<file path="src/rtl/pcp_pkg.sv">
// constants for the socket power control register bank
package pcp_pkg;

  // ==========================================================
  // register offsets, socket-relative
  localparam logic [11:0] PCP_OFS_IDENT = 12'h800;
  localparam logic [11:0] PCP_OFS_STATUS = 12'h801;
  localparam logic [11:0] PCP_OFS_POWER = 12'h802;
  localparam logic [11:0] PCP_OFS_GENERAL = 12'h803;

  // ==========================================================
  // reset values
  localparam logic [7:0] PCP_POWER_RESET = 8'h00;
  localparam logic [7:0] PCP_GENERAL_RESET = 8'h00;
  localparam logic [3:0] PCP_REV_RESET = 4'h4;
  localparam logic [3:0] PCP_REV_OLD = 4'h2;
  localparam logic [7:0] PCP_READ_IDLE = 8'h00;

  // ==========================================================
  // power, status and ident register field positions
  localparam int PCP_BIT_OUTPUT_ENABLE = 7;
  localparam int PCP_BIT_AUTO_SWITCH = 5;
  localparam int PCP_BIT_SUPPLY_ENABLE = 4;
  localparam int PCP_SUPPLY_LSB = 3;
  localparam int PCP_PROGRAM_LSB = 0;
  localparam int PCP_BIT_CARD_POWER = 6;
  localparam int PCP_BIT_DETECT2 = 3;
  localparam int PCP_BIT_DETECT1 = 2;
  localparam int PCP_REV_LSB = 0;

  // writable bits per layout; all others are reserved and read as zero
  localparam logic [7:0] PCP_OLD_WRITE_MASK = 8'hB3;
  localparam logic [7:0] PCP_NEW_WRITE_MASK = 8'h9B;
  // bits that survive a bus reset while wake events are enabled
  localparam logic [7:0] PCP_OLD_KEEP_MASK = 8'h20;
  localparam logic [7:0] PCP_NEW_KEEP_MASK = 8'h9B;
  localparam logic [7:0] PCP_GENERAL_KEEP_MASK = 8'h60;
  localparam logic [7:0] PCP_GENERAL_WRITE_MASK = 8'hFF;

  // ==========================================================
  // supply and programming voltage encodings
  localparam logic [1:0] PCP_SUPPLY_0V = 2'h0;
  localparam logic [1:0] PCP_SUPPLY_5V = 2'h2;
  localparam logic [1:0] PCP_SUPPLY_RESERVED_BITS = 2'h1;
  localparam logic [1:0] PCP_SUPPLY_3V3 = 2'h3;
  localparam logic [1:0] PCP_PROGRAM_OFF = 2'h0;
  localparam logic [1:0] PCP_PROGRAM_12V = 2'h2;
  localparam logic [1:0] PCP_PROGRAM_VCC = 2'h1;
  localparam logic [1:0] PCP_PROGRAM_RESERVED_BITS = 2'h3;

endpackage

</file>
<file path="src/rtl/pcp_power_if.sv">
// carrier between the register bank and the power request decoder
`timescale 1ns/1ps
interface pcp_power_if;
  logic layout_old;
  logic [7:0] power_reg;
  logic supply_level_select;
  logic card_present;
  logic [1:0] supply_request;
  logic [1:0] program_request;
  logic supply_on;

  modport bank (
    output layout_old,
    output power_reg,
    output supply_level_select,
    output card_present,
    input supply_request,
    input program_request,
    input supply_on
  );

  modport decoder (
    input layout_old,
    input power_reg,
    input supply_level_select,
    input card_present,
    output supply_request,
    output program_request,
    output supply_on
  );
endinterface

</file>
<file path="src/rtl/pcp_socket_power_control.sv">
// socket power control register bank with power switch request outputs
//
// How it works
// - output enable bit 7 gates all 16-bit card outputs; zero disables them.
// - older layout reads bit 6 as zero.
// - older layout bit 5 enables automatic supply switching from card detect.
// - older layout bit 4 enables supply; level comes from external select.
// - older layout reads bits 3 and 2 as zero.
// - older layout program field: 00 off, 10 twelve volts, 01 supply.
// - program request ignored while supply is off; newer needs 5 or 3.3 volts.
// - newer layout bits 6 and 5 read zero and ignore writes.
// - newer layout supply field: 00 off, 10 five, 01 off, 11 3.3.
// - newer layout bit 2 reads zero and ignores writes.
// - newer layout program field: 00 off, 10 twelve, 01 supply, 11 off.
// - marked bits cleared by bus reset only while wake events disabled.
// - power register sits at offset 802h and resets to zero.
// - general control register at 803h is read/write, resets to zero.
// - revision field resets to 0100; writing 0010 selects the older layout.
// - card power status reads one while supply is on.
`timescale 1ns/1ps
module pcp_socket_power_control (
  input wire logic sys_clk_in,
  input wire logic reset_in,
  input wire logic global_reset_n_in,
  input wire logic bus_reset_n_in,
  input wire logic wake_event_enable_in,
  input wire logic [11:0] reg_addr_in,
  input wire logic reg_write_in,
  input wire logic reg_read_in,
  input wire logic [7:0] reg_wdata_in,
  input wire logic supply_level_select_in,
  input wire logic card_detect1_n_in,
  input wire logic card_detect2_n_in,
  output logic [7:0] reg_rdata_out,
  output logic reg_rvalid_out,
  output logic card_output_enable_out,
  output logic [1:0] supply_voltage_request_out,
  output logic [1:0] program_voltage_request_out,
  output logic card_power_status_out,
  output logic [7:0] general_control_out
);
  import pcp_pkg::*;

  // ==========================================================
  // state
  logic [7:0] power_reg;
  logic [7:0] general_reg;
  logic [3:0] compat_revision_field;
  logic layout_old;
  logic card_present;
  logic hard_clear;
  logic bus_clear;
  logic [7:0] write_mask;
  logic [7:0] keep_mask;
  logic [7:0] next_power;
  logic [7:0] next_general;
  logic [7:0] power_view;
  logic [7:0] status_view;
  logic [7:0] ident_view;
  logic [7:0] next_rdata;

  pcp_power_if pwr ();

  // ==========================================================
  // reset sources
  // global reset and the system reset clear everything but the read port, which only the system reset clears
  assign hard_clear = reset_in || !global_reset_n_in;
  assign bus_clear = !bus_reset_n_in;

  // ==========================================================
  // layout selection
  assign layout_old = (compat_revision_field == PCP_REV_OLD);
  assign write_mask = layout_old ? PCP_OLD_WRITE_MASK : PCP_NEW_WRITE_MASK;
  // with wake events enabled the marked bits ride through bus reset
  assign keep_mask = wake_event_enable_in ?
                     (layout_old ? PCP_OLD_KEEP_MASK : PCP_NEW_KEEP_MASK) : 8'h00;
  assign card_present = !card_detect1_n_in && !card_detect2_n_in;

  // ==========================================================
  // power control register
  always_comb begin
    next_power = power_reg;
    if (reg_write_in && reg_addr_in == PCP_OFS_POWER) begin
      // a write stores zero in the current layout's reserved positions
      next_power = reg_wdata_in & write_mask;
    end
  end

  always_ff @(posedge sys_clk_in) begin
    if (hard_clear) begin
      power_reg <= PCP_POWER_RESET;
    end else if (bus_clear) begin
      power_reg <= power_reg & keep_mask;
    end else begin
      power_reg <= next_power;
    end
  end

  // ==========================================================
  // interrupt and general control register
  always_comb begin
    next_general = general_reg;
    if (reg_write_in && reg_addr_in == PCP_OFS_GENERAL) begin
      next_general = reg_wdata_in & PCP_GENERAL_WRITE_MASK;
    end
  end

  always_ff @(posedge sys_clk_in) begin
    if (hard_clear) begin
      general_reg <= PCP_GENERAL_RESET;
    end else if (bus_clear) begin
      general_reg <= general_reg &
                     (wake_event_enable_in ? PCP_GENERAL_KEEP_MASK : 8'h00);
    end else begin
      general_reg <= next_general;
    end
  end

  // ==========================================================
  // compatibility revision field, cleared only by global or system reset
  always_ff @(posedge sys_clk_in) begin
    if (hard_clear) begin
      compat_revision_field <= PCP_REV_RESET;
    end else if (reg_write_in && reg_addr_in == PCP_OFS_IDENT) begin
      compat_revision_field <= reg_wdata_in[PCP_REV_LSB +: 4];
    end
  end

  // ==========================================================
  // decoder hookup
  assign pwr.layout_old = layout_old;
  assign pwr.power_reg = power_reg;
  assign pwr.supply_level_select = supply_level_select_in;
  assign pwr.card_present = card_present;

  pcp_power_decode i_pcp_power_decode (
    .pwr(pwr.decoder)
  );

  // ==========================================================
  // switch request, output enable, power status and general control outputs, registered one edge after the store
  always_ff @(posedge sys_clk_in) begin
    if (hard_clear) begin
      supply_voltage_request_out <= PCP_SUPPLY_0V;
    end else begin
      supply_voltage_request_out <= pwr.supply_request;
    end
  end

  always_ff @(posedge sys_clk_in) begin
    if (hard_clear) begin
      program_voltage_request_out <= PCP_PROGRAM_OFF;
    end else begin
      program_voltage_request_out <= pwr.program_request;
    end
  end

  always_ff @(posedge sys_clk_in) begin
    if (hard_clear) begin
      card_output_enable_out <= 1'b0;
    end else begin
      card_output_enable_out <= power_reg[PCP_BIT_OUTPUT_ENABLE];
    end
  end

  always_ff @(posedge sys_clk_in) begin
    if (hard_clear) begin
      card_power_status_out <= 1'b0;
    end else begin
      card_power_status_out <= pwr.supply_on;
    end
  end

  always_ff @(posedge sys_clk_in) begin
    if (hard_clear) begin
      general_control_out <= PCP_GENERAL_RESET;
    end else begin
      general_control_out <= general_reg;
    end
  end

  // ==========================================================
  // read views
  // layout mask hides bits left over from the other layout
  assign power_view = power_reg & write_mask;
  always_comb begin
    status_view = 8'h00;
    status_view[PCP_BIT_CARD_POWER] = pwr.supply_on;
    status_view[PCP_BIT_DETECT2] = !card_detect2_n_in;
    status_view[PCP_BIT_DETECT1] = !card_detect1_n_in;
    ident_view = 8'h00;
    ident_view[PCP_REV_LSB +: 4] = compat_revision_field;
  end

  always_comb begin
    unique case (reg_addr_in)
      PCP_OFS_IDENT: next_rdata = ident_view;
      PCP_OFS_STATUS: next_rdata = status_view;
      PCP_OFS_POWER: next_rdata = power_view;
      PCP_OFS_GENERAL: next_rdata = general_reg;
      default: next_rdata = PCP_READ_IDLE;
    endcase
  end

  // ==========================================================
  // read port: data one edge after the strobe, zero otherwise
  always_ff @(posedge sys_clk_in) begin
    if (reset_in) begin
      reg_rdata_out <= PCP_READ_IDLE;
    end else begin
      reg_rdata_out <= reg_read_in ? next_rdata : PCP_READ_IDLE;
    end
  end

  always_ff @(posedge sys_clk_in) begin
    if (reset_in) begin
      reg_rvalid_out <= 1'b0;
    end else begin
      reg_rvalid_out <= reg_read_in;
    end
  end

endmodule

</file>
<file path="src/rtl/pcp_power_decode.sv">
// decodes the stored power register into switch requests
`timescale 1ns/1ps
module pcp_power_decode (
  pcp_power_if.decoder pwr
);
  import pcp_pkg::*;

  logic [1:0] supply_field;
  logic [1:0] program_field;
  logic old_supply_on;
  logic [1:0] old_supply_level;

  assign supply_field = pwr.power_reg[PCP_SUPPLY_LSB +: 2];
  assign program_field = pwr.power_reg[PCP_PROGRAM_LSB +: 2];

  // ==========================================================
  // older layout: enable bit plus external level select
  always_comb begin
    // auto switching cuts supply while no card is seated
    old_supply_on = pwr.power_reg[PCP_BIT_SUPPLY_ENABLE] &&
                    (!pwr.power_reg[PCP_BIT_AUTO_SWITCH] || pwr.card_present);
    old_supply_level = pwr.supply_level_select ? PCP_SUPPLY_3V3 : PCP_SUPPLY_5V;
  end

  // ==========================================================
  // supply request and on/off state
  always_comb begin
    if (pwr.layout_old) begin
      pwr.supply_request = old_supply_on ? old_supply_level : PCP_SUPPLY_0V;
    end else begin
      unique case (supply_field)
        PCP_SUPPLY_5V: pwr.supply_request = PCP_SUPPLY_5V;
        PCP_SUPPLY_3V3: pwr.supply_request = PCP_SUPPLY_3V3;
        default: pwr.supply_request = PCP_SUPPLY_0V;
      endcase
    end
    pwr.supply_on = (pwr.supply_request != PCP_SUPPLY_0V);
  end

  // ==========================================================
  // programming voltage, ignored with supply off
  always_comb begin
    if (!pwr.supply_on) begin
      pwr.program_request = PCP_PROGRAM_OFF;
    end else begin
      unique case (program_field)
        PCP_PROGRAM_12V: pwr.program_request = PCP_PROGRAM_12V;
        PCP_PROGRAM_VCC: pwr.program_request = PCP_PROGRAM_VCC;
        // reserved code drives nothing rather than guess a level
        default: pwr.program_request = PCP_PROGRAM_OFF;
      endcase
    end
  end

endmodule

</file>
<file path="config.mk">
export PLATFORM = sky130hd
export DESIGN_NAME = pcp_socket_power_control
export DESIGN_NICKNAME = d
export VERILOG_FILES = /design/src/rtl/pcp_pkg.sv /design/src/rtl/pcp_power_if.sv /design/src/rtl/pcp_socket_power_control.sv /design/src/rtl/pcp_power_decode.sv
export SDC_FILE = /design/constraint.sdc
export NUM_CORES = 1
export LEC_CHECK = 0
export BUFFER_PORTS_ARGS = -buffer_cell sky130_fd_sc_hd__buf_2
export CORE_MARGIN = 2
export CORE_UTILIZATION = 30
export DETAILED_ROUTE_END_ITERATION = 8
export PLACE_DENSITY = 0.61
export SLEW_MARGIN = 20
export SYNTH_ARGS = -nofsm -noshare
export SYNTH_HDL_FRONTEND = slang
export SYNTH_HIERARCHICAL = 1
export SYNTH_SLANG_ARGS = --single-unit
</file>
<file path="constraint.sdc">
create_clock -name sys_clk_in -period 1.7 [get_ports sys_clk_in]
set_input_delay 0.255 -clock sys_clk_in [delete_from_list [all_inputs] [get_ports sys_clk_in]]
set_output_delay 0.255 -clock sys_clk_in [all_outputs]
set_load 0.02 [all_outputs]
</file>
==> Word level (Yosys, flattened, before mapping) <==
Cells that the tools add are included.
{ "classes": {"n_mul": 0, "reduce_logical": 14, "n_lt_le_gt_ge": 0, "n_addsub": 0, "bitwise": 6, "shift": 0, "div_mod_pow": 0, "eq_ne": 11, "mux": 14} }
{ "op_table": {"columns": ["operator", "count"], "rows": [
  ["12-bit equality test, second input constant", 4],
  ["8-bit two-way mux", 6],
  ["8-bit one-hot mux with 4 select lines", 1],
  ["8-bit AND", 3],
  ["8-bit by 7-bit AND with 8-bit output", 1],
  ["2-bit one-hot mux with 2 select lines", 2],
  ["7-bit two-way mux", 1],
  ["2-bit equality test, second input constant", 3],
  ["6-bit two-way mux", 1],
  ["1-bit logical AND", 5],
  ["4-bit by 2-bit equality test with 1-bit output, second input constant", 1],
  ["1-bit logical NOT", 4],
  ["2-bit two-way mux", 2],
  ["2-bit by 1-bit != test with 1-bit output, second input constant", 2],
  ["2-bit OR reduction", 2],
  ["2-bit by 1-bit equality test with 1-bit output, second input constant", 1],
  ["1-bit logical OR", 2],
  ["1-bit NOT", 2],
  ["2-bit nonzero test", 1],
  ["1-bit two-way mux", 1]
]} }
{ "word_totals": {"register_bits": 43, "ramBits": 0, "input_bits": 30, "latchBits": 0, "output_inout_bits": 23, "mem_count": 0, "elab_cells": 55, "rom_bits": 0} }

==> Longest topological paths before layout <==
{ "depth": {"ltp_word": 9, "mapped_depth": 7, "depth_no_buf": 7} }

==> Hierarchy <==
The synthesis kept the hierarchy.
{ "by_module_without_submodules": {"columns": ["module", "area_each_um2", "seq_area_each_um2", "n_inst", "cells_each"], "rows": [
  ["pcp_socket_power_control", 1610.3, 820.8, 1, 163],
  ["pcp_power_decode", 71.3, 0.0, 1, 10]
]} }

==> Worst setup path before layout <==
No wires, ideal clock.
{ "synth_path": {"kind": "register to register", "start": "register compat_revision_field[2]", "end": "register power_reg[7]", "slack_ns": 0.158, "path_stages_with_launch": 5, "t_required_ns": 1.578, "arrival_ns": 1.420, "synth_period_minus_slack_ns": 1.542, "path_buffers": 0, "setup_ns": 0.122, "path_cell_list": "dfxtp_1 -> or4b_4 -> a31oi_1 -> nand2b_1 -> o2bb2a_1"} }
{ "synth_between": {"elab_chain_len": 5} }
{ "synth_rtl": {"columns": ["element", "line", "source"], "rows": [
  ["start, declared", "pcp_socket_power_control.sv:48", "logic [3:0] compat_revision_field;"],
  ["start signal, assigned", "pcp_socket_power_control.sv:125", "compat_revision_field <= reg_wdata_in[PCP_REV_LSB +: 4];"],
  ["4-bit by 2-bit equality test with 1-bit output", "pcp_socket_power_control.sv:72", "assign layout_old = (compat_revision_field == PCP_REV_OLD);"],
  ["8-bit two-way mux", "pcp_socket_power_control.sv:76", "(layout_old ? PCP_OLD_KEEP_MASK : PCP_NEW_KEEP_MASK) : 8'h00;"],
  ["8-bit two-way mux", "pcp_socket_power_control.sv:75", "assign keep_mask = wake_event_enable_in ?"],
  ["8-bit AND", "pcp_socket_power_control.sv:93", "power_reg <= power_reg & keep_mask;"],
  ["8-bit two-way mux", "pcp_socket_power_control.sv:92", "end else if (bus_clear) begin"],
  ["end signal, assigned", "pcp_socket_power_control.sv:93", null],
  ["end signal, assigned", "pcp_socket_power_control.sv:95", "power_reg <= next_power;"],
  ["end, declared", "pcp_socket_power_control.sv:46", "logic [7:0] power_reg;"]
]} }
Every way passes these cells.
A chain may end at the register's enable or synchronous reset.

==> Worst setup path after layout <==
Ends and elaborated chain as after synthesis.

==> results.txt <==
Status: finished, final reports clean
Register share of total power: 56.6%
Area growth, synth to finish: 28.93%
Setup TNS: 0 ns
Clock root buffer: clkbuf_8
Worst endpoint data arrival time: 1.77 ns
# Max-Cap Violations: 0
Full die area: 0.006207 mm²
Buffer count from post-CTS setup fixing: 0
Final setup skew: 0.005482 ns
Mapped Area: 0.001678 mm²
Routed len/inst: 12.32 µm
Clk sinks: 41
Critical path class: reg -> reg
TritonCTS Buffers: 5
Number of H-tree levels: 2
F_max: 629.9 MHz
Remaining DRCs: 0
Worst-path clk slew: 0.08 ns
Total power: 1.699 mW
Clock Tree Buf Depth: 2
Hold Vio Cnt, Final: 0
Final period util: 93.39%
Die width: 78.79 µm
Required @ worst endpoint: 1.88 ns
Crit Path Max Fanout: 5
Worst Max-Slew Pin Slew: 0.4294 ns
Number of buffers added on ports: 52
RSZ-0062 raised after global routing: no
RePlAce Congestion: 0.7893
Delay-heaviest family, CP: simple AND/OR/NAND/NOR gates
Nets@finish: 264
First-pass GRT wire length: 6334 µm
Grt total ovfl: 0
CTS Hold Bufs: 0
Initial antenna violation count: 0
Clock power share: 36.4%
Crit-path cells: or4b_4, a31oi_2, nand2b_1, o2bb2a_1
Die height: 78.79 µm
Crit path largest cell delay: 0.58 ns
Setup crit end kind: register
Int Power: 1.301 mW
Number of global-route vias before repair: 1,397
FP Rows: 27
Initial DRC Count: 50
Lkg Pwr: 1.006 nW
Slowest cell on the critical path: or4b_4
Mapped Nets: 202
Largest net degree at the start of global routing: 15
CTS tree: done
Drt pass-1 iters: 4
Sw frac: 23.40%
Ant. Diodes: 0
Initial Util: 30.85%
Endpoints failing setup: 0
Final WL: 3783 µm
Power Density: 785.4 mW/mm²
Final Util: 39.77%
All-Layer GR Usage: 13.15%
Syn_area_per_cell: 9.755 µm²
Cells after Synth: 172
Antenna-violating nets left: 0
Buf/Inv on CP: 0
HPWL Detailed: 3005 µm
Synth warn: 6
Hold Path Class: in -> reg
Share of cells above drive strength 1: 33.62%
Final Max Slew Viols: 0
CP Launch Type: register
I/O pins: 53
VDD IR-drop max: 0.2901 mV
Switch Pwr: 0.3976 mW
Routed vias/inst: 4.570
Vias: 1,403
Core Area: 0.005439 mm²
Comb pwr share: 6.9%
Clock period minus final worst setup slack: 1.588 ns
Slew headroom: 71.25%
Clk_lat worst skew: 0.29 ns
-- power groups by stage --
stage / clock network [mW] / registers, mW / logic [mW]
after global placement: 0 / 0.985 / 0.117
after floorplan: 0 / 0.986 / 0.0494
after CTS: 0.644 / 0.962 / 0.117
after global routing: 0.687 / 0.962 / 0.130
after detailed placement: 0 / 0.985 / 0.117
final: 0.619 / 0.962 / 0.118
-- through the flow --
step | setup slack (ns) | cell area [µm²] | hold WS (ns) | std cells
after floorplan | 0.1576 | 1678 | 0.3379 | 172
after global placement | 0.1397 | 2069 | 0.4346 | 299
after detailed placement | 0.1097 | 2069 | 0.4446 | 299
after CTS | 0.08330 | 2157 | 0.1631 | 307
after global routing | 0.02864 | 2163 | 0.1895 | 307
final | 0.1123 | 2163 | 0.1776 | 307
-- worst paths after layout --
| check | start | end | slack (ns) | cells past startpoint |
|---|---|---|---|---|
| worst min-delay path | reset_in | reg_rvalid_out | 0.18 | 2 |
| worst min register to register | power_reg[7] | card_output_enable_out | 0.46 | 2 |
| worst max-delay path | compat_revision_field[2] | power_reg[7] | 0.11 | 4 |
| worst max register to register | compat_revision_field[2] | power_reg[7] | 0.11 | 4 |
-- metal layers --
| layer | global-route usage [%] | up-vias | routed length (µm) |
|---|---|---|---|
| met5 | 0 | - | 0 |
| met4 | 6.140 | 0 | 68 |
| met3 | 2.841 | 7 | 148 |
| met2 | 22.05 | 28 | 1887 |
| met1 | 16.07 | 652 | 1679 |
| li1 | - | 716 | - |
-- cells in the final DEF, fill, tap and decap left out, drive strengths merged, types with 2 or more instances in the layout --
cell type and count:
a21oi 6, and2 14, and3b 2, buf 60, clkbuf 6, clkinvlp 2, dfxtp 41, inv 5
mux2i 18, nand2 10, nand2b 4, nand3 3, nand3b 2, nand4 7, nor2 27, nor2b 3
nor3b 5, o21a 2, o21ai 4
-- area by class of cell --
| cell class | instances | area (µm²) |
|---|---|---|
| fill | 561 | 3276 |
| multi-input combinational | 121 | 825.8 |
| sequential | 41 | 820.8 |
| timing repair buffer | 60 | 320.3 |
| tap | 72 | 90.09 |
| clock buffer | 6 | 72.57 |
| inverter | 5 | 18.77 |
| clock inverter | 2 | 15.01 |
-- what timing repair did --
item,in CTS,in global routing
resized for setup,0,1
endpoints found under the hold margin,0,0
endpoints found under the setup margin,0,1
(Power assumes the default switching activity.)
